--- src/verilog/down_counter_divider_pkg.sv ---
package down_counter_divider_pkg;

    // Register byte offsets
    localparam logic [3:0] CTRL_OFS    = 4'h0;
    localparam logic [3:0] DIVISOR_OFS = 4'h4;
    localparam logic [3:0] TBASE_OFS   = 4'h8;
    localparam logic [3:0] STATUS_OFS  = 4'hC;

    // Control register field positions
    localparam int START_BIT     = 0;
    localparam int STOP_BIT      = 1;
    localparam int TB_EN_BIT     = 2;
    localparam int EDGE_BIT      = 3;
    localparam int GATE_LSB      = 4;
    localparam int OUT_LSB       = 8;

    // Reset values
    localparam logic [31:0] DIVISOR_RST = 32'h0000_0002;
    localparam logic [31:0] TBASE_RST   = 32'h0000_0064;

    localparam logic [2:0] GATE_NONE = 3'h0;
    localparam logic [2:0] GATE_HIGH = 3'h1;
    localparam logic [2:0] GATE_LOW  = 3'h2;
    localparam logic [2:0] GATE_RISE = 3'h3;
    localparam logic [2:0] GATE_FALL = 3'h4;

    localparam logic [1:0] OUT_HPULSE = 2'h0;
    localparam logic [1:0] OUT_LPULSE = 2'h1;
    localparam logic [1:0] OUT_HTOG   = 2'h2;
    localparam logic [1:0] OUT_LTOG   = 2'h3;

    typedef struct packed {
        logic       tb_en;
        logic       src_fall;
        logic [2:0] gate_mode;
        logic [1:0] out_mode;
    } cfg_s;

    typedef enum logic [2:0] {
        ST_IDLE  = 3'b001,
        ST_ARMED = 3'b010,
        ST_RUN   = 3'b100
    } run_state_e;

endpackage

--- src/verilog/down_counter_divider.sv ---
`timescale 1ns/1ps

// Function
// - Positive timebase counts ticks, else source pin
// - Divisor loaded, decremented per selected edge
// - Gate mode 0 ignores gate, starts immediately
// - Gate mode 1 counts while gate high
// - Gate mode 2 counts while gate low
// - Gate mode 3 starts on gate rise
// - Gate mode 4 starts on gate fall
// - Edge setting picks rising or falling source
// - Output mode 0 high pulse lasting one count tick period
// - Output mode 1 low pulse lasting one count tick period
// - Output mode 2 toggles, starting high
// - Output mode 3 toggles, starting low
// - Pulse modes divide frequency by divisor
// - Toggle modes divide by twice divisor
module down_counter_divider
    import down_counter_divider_pkg::*;
#(
    parameter int CNT_W = 32
)(
    input  wire logic        clk_i,
    input  wire logic        rst_i,
    input  wire logic        ce_i,
    input  wire logic        wb_cyc_i,
    input  wire logic        wb_stb_i,
    input  wire logic        wb_we_i,
    input  wire logic [3:0]  wb_adr_i,
    input  wire logic [3:0]  wb_sel_i,
    input  wire logic [31:0] wb_dat_i,
    output logic      [31:0] wb_dat_o,
    output logic             wb_ack_o,
    input  wire logic        count_source_pin_i,
    input  wire logic        count_gate_pin_i,
    output logic             counter_output_pin_o
);

////////////////////////////////////////////////////////////////////////////

    cfg_s             cfg_q;
    logic [CNT_W-1:0] divisor_q;
    logic [31:0]      tbase_q;
    logic [31:0]      tb_cnt_q;
    logic [CNT_W-1:0] count_q;
    run_state_e       state_q;
    logic             src_q;
    logic             gate_q;
    logic             slot_q;
    logic             tog_q;
    logic             terminal_count;
    logic             tick;
    logic             src_edge;
    logic             tb_tick;
    logic             gate_ok;
    logic             start_gate;
    logic             wr;
    logic             start_cmd;
    logic             stop_cmd;
    logic [31:0]      status;

////////////////////////////////////////////////////////////////////////////
// Wishbone slave, one registered ack per request, the cycle after the strobe

    // Taken only while ack is low, so one access writes once
    assign wr        = wb_cyc_i && wb_stb_i && wb_we_i && !wb_ack_o;
    assign start_cmd = wr && wb_adr_i == CTRL_OFS && wb_sel_i[0]
                       && wb_dat_i[START_BIT];
    assign stop_cmd  = wr && wb_adr_i == CTRL_OFS && wb_sel_i[0]
                       && wb_dat_i[STOP_BIT];

    always_ff @(posedge clk_i)
    begin
        if (rst_i)
            wb_ack_o <= 1'b0;
        else if (ce_i)
            wb_ack_o <= wb_cyc_i && wb_stb_i && !wb_ack_o;
    end

    always_ff @(posedge clk_i)
    begin
        if (rst_i)
        begin
            cfg_q     <= '0;
            divisor_q <= DIVISOR_RST[CNT_W-1:0];
            tbase_q   <= TBASE_RST;
        end
        else if (ce_i && wr)
        begin
            if (wb_adr_i == CTRL_OFS)
            begin
                if (wb_sel_i[0])
                begin
                    cfg_q.tb_en     <= wb_dat_i[TB_EN_BIT];
                    cfg_q.src_fall  <= wb_dat_i[EDGE_BIT];
                    cfg_q.gate_mode <= wb_dat_i[GATE_LSB +: 3];
                end
                if (wb_sel_i[1])
                    cfg_q.out_mode  <= wb_dat_i[OUT_LSB +: 2];
            end
            else if (wb_adr_i == DIVISOR_OFS)
            begin
                for (int b = 0; b < 4; b++)
                    if (wb_sel_i[b] && b * 8 < CNT_W)
                        divisor_q[b*8 +: 8] <= wb_dat_i[b*8 +: 8];
            end
            else if (wb_adr_i == TBASE_OFS)
            begin
                for (int b = 0; b < 4; b++)
                    if (wb_sel_i[b])
                        tbase_q[b*8 +: 8] <= wb_dat_i[b*8 +: 8];
            end
        end
    end

    // Cast widens a narrow counter; it would trim one over 32 bits
    assign status = 32'(count_q);

    always_ff @(posedge clk_i)
    begin
        if (rst_i)
            wb_dat_o <= 32'h0000_0000;
        else if (ce_i && wb_cyc_i && wb_stb_i && !wb_ack_o)
        begin
            case (wb_adr_i)
                CTRL_OFS:
                    wb_dat_o <= {20'h0_0000, state_q == ST_RUN,
                                 state_q == ST_ARMED, cfg_q.out_mode,
                                 1'b0, cfg_q.gate_mode, cfg_q.src_fall,
                                 cfg_q.tb_en, 2'b00};
                DIVISOR_OFS: wb_dat_o <= 32'(divisor_q);
                TBASE_OFS:   wb_dat_o <= tbase_q;
                STATUS_OFS:  wb_dat_o <= status;
                default:     wb_dat_o <= 32'h0000_0000;
            endcase
        end
    end

////////////////////////////////////////////////////////////////////////////
// Count clock: source pin edge or internal timebase tick

    always_ff @(posedge clk_i)
    begin
        if (rst_i)
        begin
            src_q  <= 1'b0;
            gate_q <= 1'b0;
        end
        else if (ce_i)
        begin
            src_q  <= count_source_pin_i;
            gate_q <= count_gate_pin_i;
        end
    end

    // Timebase register holds clk cycles per tick; zero means source pin
    always_ff @(posedge clk_i)
    begin
        if (rst_i)
            tb_cnt_q <= 32'h0000_0000;
        else if (ce_i)
        begin
            if (!cfg_q.tb_en || tb_cnt_q == 32'h0000_0000)
                tb_cnt_q <= (tbase_q == 32'h0000_0000) ? 32'h0000_0000
                                                       : tbase_q - 32'd1;
            else
                tb_cnt_q <= tb_cnt_q - 32'd1;
        end
    end

    assign tb_tick  = cfg_q.tb_en && tbase_q != 32'h0000_0000
                      && tb_cnt_q == 32'h0000_0000;
    // Pin against last sample, so the tick costs no extra cycle
    assign src_edge = cfg_q.src_fall
                      ? (src_q && !count_source_pin_i)
                      : (!src_q && count_source_pin_i);
    assign tick     = (cfg_q.tb_en && tbase_q != 32'h0000_0000)
                      ? tb_tick : src_edge;

////////////////////////////////////////////////////////////////////////////
// Gate qualification and run state

    always_comb
    begin
        case (cfg_q.gate_mode)
            GATE_HIGH: gate_ok = count_gate_pin_i;
            GATE_LOW:  gate_ok = !count_gate_pin_i;
            default:   gate_ok = 1'b1;
        endcase
    end

    always_comb
    begin
        case (cfg_q.gate_mode)
            GATE_RISE: start_gate = !gate_q && count_gate_pin_i;
            GATE_FALL: start_gate = gate_q && !count_gate_pin_i;
            default:   start_gate = 1'b1;
        endcase
    end

    always_ff @(posedge clk_i)
    begin
        if (rst_i)
            state_q <= ST_IDLE;
        else if (ce_i)
        begin
            // START while armed or running is ignored; STOP wins there, but START with STOP from idle arms
            case (state_q)
                ST_IDLE:
                    if (start_cmd)
                        state_q <= ST_ARMED;
                ST_ARMED:
                    if (stop_cmd)
                        state_q <= ST_IDLE;
                    else if (start_gate)
                        state_q <= ST_RUN;
                ST_RUN:
                    if (stop_cmd)
                        state_q <= ST_IDLE;
                default:
                    state_q <= ST_IDLE;
            endcase
        end
    end

////////////////////////////////////////////////////////////////////////////
// Down counter

    assign terminal_count = state_q == ST_RUN && gate_ok && tick
                            && count_q <= {{(CNT_W-1){1'b0}}, 1'b1};

    // Divisor 0 behaves as 1, since a count of 1 or less ends a period
    // Inactive level gate simply withholds the decrement
    always_ff @(posedge clk_i)
    begin
        if (rst_i)
            count_q <= '0;
        else if (ce_i)
        begin
            if (state_q != ST_RUN)
                count_q <= divisor_q;
            else if (terminal_count)
                count_q <= divisor_q;
            else if (tick && gate_ok)
                count_q <= count_q - 1'b1;
        end
    end

////////////////////////////////////////////////////////////////////////////
// Output shaping

    // Pulse lasts until the next count tick, i.e. one source cycle or timebase tick period
    always_ff @(posedge clk_i)
    begin
        if (rst_i)
            slot_q <= 1'b0;
        else if (ce_i)
        begin
            if (terminal_count)
                slot_q <= 1'b1;
            else if (tick || state_q != ST_RUN)
                slot_q <= 1'b0;
        end
    end

    always_ff @(posedge clk_i)
    begin
        if (rst_i)
            tog_q <= 1'b0;
        else if (ce_i)
        begin
            if (state_q != ST_RUN)
                tog_q <= 1'b0;
            else if (terminal_count)
                tog_q <= !tog_q;
        end
    end

    always_ff @(posedge clk_i)
    begin
        if (rst_i)
            counter_output_pin_o <= 1'b0;
        else if (ce_i)
        begin
            // Registered pin, so decode changes never glitch it
            case (cfg_q.out_mode)
                OUT_HPULSE: counter_output_pin_o <= terminal_count
                    || (slot_q && !tick);
                OUT_LPULSE: counter_output_pin_o <= !(terminal_count
                    || (slot_q && !tick));
                OUT_HTOG:   counter_output_pin_o <= !(tog_q
                    ^ terminal_count);
                OUT_LTOG:   counter_output_pin_o <= tog_q
                    ^ terminal_count;
                default:    counter_output_pin_o <= 1'b0;
            endcase
        end
    end

endmodule

--- config.mk ---
export PLATFORM = sky130hd
export DESIGN_NAME = down_counter_divider
export DESIGN_NICKNAME = d
export VERILOG_FILES = /design/src/verilog/down_counter_divider_pkg.sv /design/src/verilog/down_counter_divider.sv
export SDC_FILE = /design/constraint.sdc
export NUM_CORES = 1
export LEC_CHECK = 0
export BUFFER_PORTS_ARGS = -buffer_cell sky130_fd_sc_hd__buf_2
export CORE_MARGIN = 5
export CORE_UTILIZATION = 46
export DETAILED_ROUTE_END_ITERATION = 12
export GPL_ROUTABILITY_DRIVEN = 1
export HOLD_SLACK_MARGIN = 0.05
export PLACE_DENSITY = 0.73
export SLEW_MARGIN = 0
export SYNTH_ARGS = -nofsm -noshare
export SYNTH_HDL_FRONTEND = slang
export SYNTH_SLANG_ARGS = --single-unit
--- constraint.sdc ---
create_clock -name clk_i -period 7.43 [get_ports clk_i]
set_input_delay 1.486 -clock clk_i [delete_from_list [all_inputs] [get_ports clk_i]]
set_output_delay 1.486 -clock clk_i [all_outputs]
set_load 0.05 [all_outputs]
## Word level (Yosys, flattened, before mapping)

Cells that the tools add are included.

| operators by class | value |
|---|---|
| equality and inequality tests | 17 |
| multiplexer cells | 20 |
| reductions and logical operators | 58 |
| bitwise logic cells | 3 |
| magnitude comparators | 1 |
| add/subtract/negate cells | 3 |

Operator list:

| cell | number |
|---|---|
| 32-bit two-way mux | 5 |
| 32-bit one-hot mux with 4 select lines | 1 |
| 32-bit by 1-bit subtractor with 32-bit output, second input constant | 3 |
| 32-bit zero test | 2 |
| 32-bit by 1-bit less-or-equal comparator with 1-bit output, second input constant | 1 |
| 32-bit nonzero test | 1 |
| 1-bit logical AND | 23 |
| 4-bit AND reduction | 5 |
| 5-bit AND reduction | 4 |
| 3-bit two-way mux | 4 |
| 1-bit zero test | 10 |
| 3-bit by 2-bit equality test with 1-bit output, second input constant | 3 |
| 3-bit one-hot mux with 3 select lines | 1 |
| 4-bit equality test, second input constant | 2 |
| 3-bit by 1-bit equality test with 1-bit output, second input constant | 2 |
| 3-bit equality test, second input constant | 2 |
| 1-bit two-way mux | 6 |
| 3-bit inequality test, second input constant | 2 |
| 2-bit AND reduction | 3 |
| 3-bit AND reduction | 2 |
| 2-bit equality test, second input constant | 2 |
| 4-bit by 3-bit equality test with 1-bit output, second input constant | 1 |
| 4-bit zero test | 1 |
| 2-bit inequality test, second input constant | 2 |
| 9 further kinds | 14 |

| word-level totals | value |
|---|---|
| flip-flop bits (word level) | 176 |
| logic and storage cells | 124 |

## Depth between registers and ports, before layout

| depth | value |
|---|---|
| depth after elaboration | 9 |
| depth in mapped cells | 12 |

## Worst setup path before layout

No wires, ideal clock.

| timing | value |
|---|---|
| path type | input -> register |
| start | in ce_i |
| end | reg divisor_q[24] |
| data arrival time | 3.239 ns |
| stages on the path | 7 |
| setup time | 0.128 ns |
| slack | 4.063 ns |
| buffers on the path | 1 |
| data required time | 7.302 ns |
| path through | clkbuf_1 > inv_1 > nor3_1 > nand3_1 > nor2_1 > mux2i_1 > nor2_1 |

| between the ends | value |
|---|---|
| word-level cells in the longest chain between the ends | 2 |

Ends and longest elaborated chain:

| element | RTL line | source |
|---|---|---|
| start, declared | down_counter_divider.sv:25 | `input wire logic ce_i,` |
| 1-bit logical AND | down_counter_divider.sv:88 | `else if (ce_i && wr)` |
| 4-bit AND reduction (no line) | n/a |  |
| end signal, assigned | down_counter_divider.sv:85 | `divisor_q <= DIVISOR_RST[CNT_W-1:0];` |
| end signal, assigned by index | down_counter_divider.sv:105 | `divisor_q[b*8 +: 8] <= wb_dat_i[b*8 +: 8];` |
| end, declared | down_counter_divider.sv:42 | `logic [CNT_W-1:0] divisor_q;` |

Every way passes these cells.
A chain may end at the register's enable or synchronous reset.

## Final worst setup path

| timing | value |
|---|---|
| start | in ce_i |
| end | reg count_q[1] |

| between the ends | value |
|---|---|
| word-level cells in the longest chain between the ends | 1 |

Ends and longest elaborated chain:

| element | RTL line | source |
|---|---|---|
| 2-bit AND reduction (no line) | n/a |  |
| end signal, assigned | down_counter_divider.sv:241 | `count_q <= divisor_q;` |
| end signal, assigned | down_counter_divider.sv:243 | `count_q <= divisor_q;` |
| end signal, assigned | down_counter_divider.sv:245 | `count_q <= count_q - 1'b1;` |
| end, declared | down_counter_divider.sv:45 | `logic [CNT_W-1:0] count_q;` |

Every way passes these cells.

==> flow_summary.ini <==
[min_path]
holdCritPathClass = reg -> reg
hold_path_depth = 2
hold_end = slot_q
min_from = slot_q

[worst_setup_path]
cp-start-kind = input port
reg2reg_slack_ps = 3160
crit_path_end_kind = flop
worstReg2RegStart = tb_cnt_q[16]
worst_ep_arrival_time_ps = 4760
worstPathMaxFanout = 73
r2r-end = count_q[1]
required_ps = 7760
reg2reg_depth = 7
critPathKind = in -> reg

[logic_synthesis]
ys_warn_count = 0
synth.avg_cell_area_um2 = 7.60
synth_top_cell_area_share = 0.374
ys_seq_area_frac = 0.374
synth_area_um2 = 9420
netlist.top_cell.by_area = dfxtp_1
synthCells = 1239
synthArstFlopShare = 0
synth_edf_count = 0
synth_fp_nets = 1293
synth_area_leaders = dfxtp_1, a21oi_1, nand2_1
synth_cell_types = 68
ys.flop_type = dfxtp_1
ys_ff_latch = 176

[grt]
grt-ovfl-total = 0
grt_max_degree = 93
track_usage = 0.244
grt_antenna_before_repair = 0
grt_pass1_vias = 9023
grt_pass1_wl_um = 47500

[drt]
first_pass_iters = 5
wirelength_um = 29600
drt-wirelength-per-cell_um = 19.1
drc = 0
drt-vias-per-instance = 6.16
ant_nets = 0
drt-initial-drc-count = 1117
via_count = 9580

[cts]
cts_root_buf = clkbuf_16
ctsLongestPathBuffers = 2
clk_pin_slew_ps = 80
h-tree-depth = 4
clock_latency_ps = 440
cts-buffers-inserted = 17
post-cts-setup-buffers = 0
clock-sinks = 176
cts_tree = done
cts_resized = 0
hold_buffers = 0

[place]
place_ws_ps = 2680
numPortBuffers = 81
dpl.hpwl_um = 20300
place_congestion = 0.904

[timing]
slew-limit-headroom = 0.195
layout_min_cycle_time_ps = 4430
skew_ps = 13.9
drv_slew = 0
setup_viol = 0
setup_tns_ps = 0
hold_viol = 0
worst_pin_slew_ps = 1210
rsz0062_at_grt = no
max_freq_mhz = 226
setup_slack_ps = 3000
post-route-period-util = 0.596

[floorplan]
row_count = 52
initial_utilization = 0.467
die_w_um = 153
die_area_um2 = 23400
die_h_um = 153
core_um2 = 20200
io_pins = 82

[cells_and_area]
area_delta_synth_final_pct = 12.2
mostFrequentLayoutCells = nand2_1, dfxtp_1, a21oi_1
final_common_cell = nand2_1
fin_nets = 1327
n_antenna_cell = 0
drive_above_1_share = 0.116

[status]
status = complete, no violations

[pwr]
p_leak_uw = 0.00375
vdd_drop_max_v = 0.000149
power.density_nw_per_um2 = 200

[run]
maxCapViolCount = 0
-- report_power, final --
| part | switching [uW] | internal (uW) | leakage (uW) | total (uW) |
|---|---|---|---|---|
| clock network | 406 | 570 | 0.000308 | 976 |
| registers | 8.56 | 950 | 0.00142 | 958 |
| logic | 121 | 54.2 | 0.00202 | 175 |
-- how the worst max path moves through the flow --
stage / startpoint / end / slack (ps) / cells past startpoint
floorplan: ce_i / divisor_q[24] / 4060 / 7
finish: ce_i / count_q[1] / 3000 / 7
CTS: ce_i / count_q[1] / 3120 / 7
global placement: ce_i / count_q[1] / 2790 / 7
detailed placement: ce_i / count_q[1] / 2680 / 7
global route: ce_i / count_q[1] / 2770 / 7
-- routing by layer --
metal,vias to the layer above,wire [um],global-route usage,part of all wire
met1,4502,12300,0.328,0.42
met2,444,13500,0.386,0.45
met4,0,1250,0.104,0.042
met5,-,0,0,0
met3,85,2570,0.0469,0.087
li1,4549,-,-,-
-- worst max-delay path: stages --
cell	delay, ps
buf_2	70
buf_4	530
inv_1	470
nor2_1	310
a22o_1	630
nand2b_1	770
o31ai_1	450
-- through the flow --
step | hold slack [ps] | utilization | power, uW | std cells | cell area [um^2]
floorplan | 432 | - | 1100 | 1239 | 9420
global placement | 441 | 0.493 | 1150 | 1524 | 9930
detailed placement | 452 | 0.493 | 1150 | 1524 | 9930
CTS | 462 | 0.524 | 2110 | 1556 | 10600
global route | 487 | 0.524 | 2170 | 1556 | 10600
finish | 463 | 0.524 | 2110 | 1556 | 10600
-- flip-flops by register name, summed over array words and instances, names as in the netlist --
signal / cells
cfg_q: 7
count_q: 32
counter_output_pin_o: 1
tbase_q: 32
gate_q: 1
slot_q: 1
wb_dat_o: 32
tb_cnt_q: 32
wb_ack_o: 1
state_q: 3
tog_q: 1
src_q: 1
divisor_q: 32
-- layout make-up --
type	instances	area, um^2
tap	270	338
timing repair buffer	93	498
inverter	38	143
fill	1963	9600
sequential	176	3520
multi-input combinational	947	5430
clock buffer	18	429
clock inverter	14	201
-- logic make-up (layout without fill, tap and decap cells) --
logic type	Yosys count	count (layout)	share of synthesized area
AND/OR/NAND/NOR	513	513	0.256
AO/OA/AOI/OAI	358	358	0.241
flip-flops	176	176	0.374
buffers and inverters	116	163	0.0505
multiplexers	39	39	0.0415
XOR/XNOR	31	31	0.0288
adder cells (fa/ha/maj)	6	6	0.00797
-- synthesized netlist by cell type, drive strengths merged (10+ instances only) --
library cell  count
a21oi           161
a22oi            58
buf              16
clkbuf           62
dfxtp           176
inv              38
mux2i            39
nand2           177
nand3            23
nand4            19
nor2            143
nor3             37
nor4             26
o21ai            50
o32ai            26
or2              10
or3              22
or4              16
xnor2            20
xor2             11
Note: power is estimated with default switching activity, not from simulation.
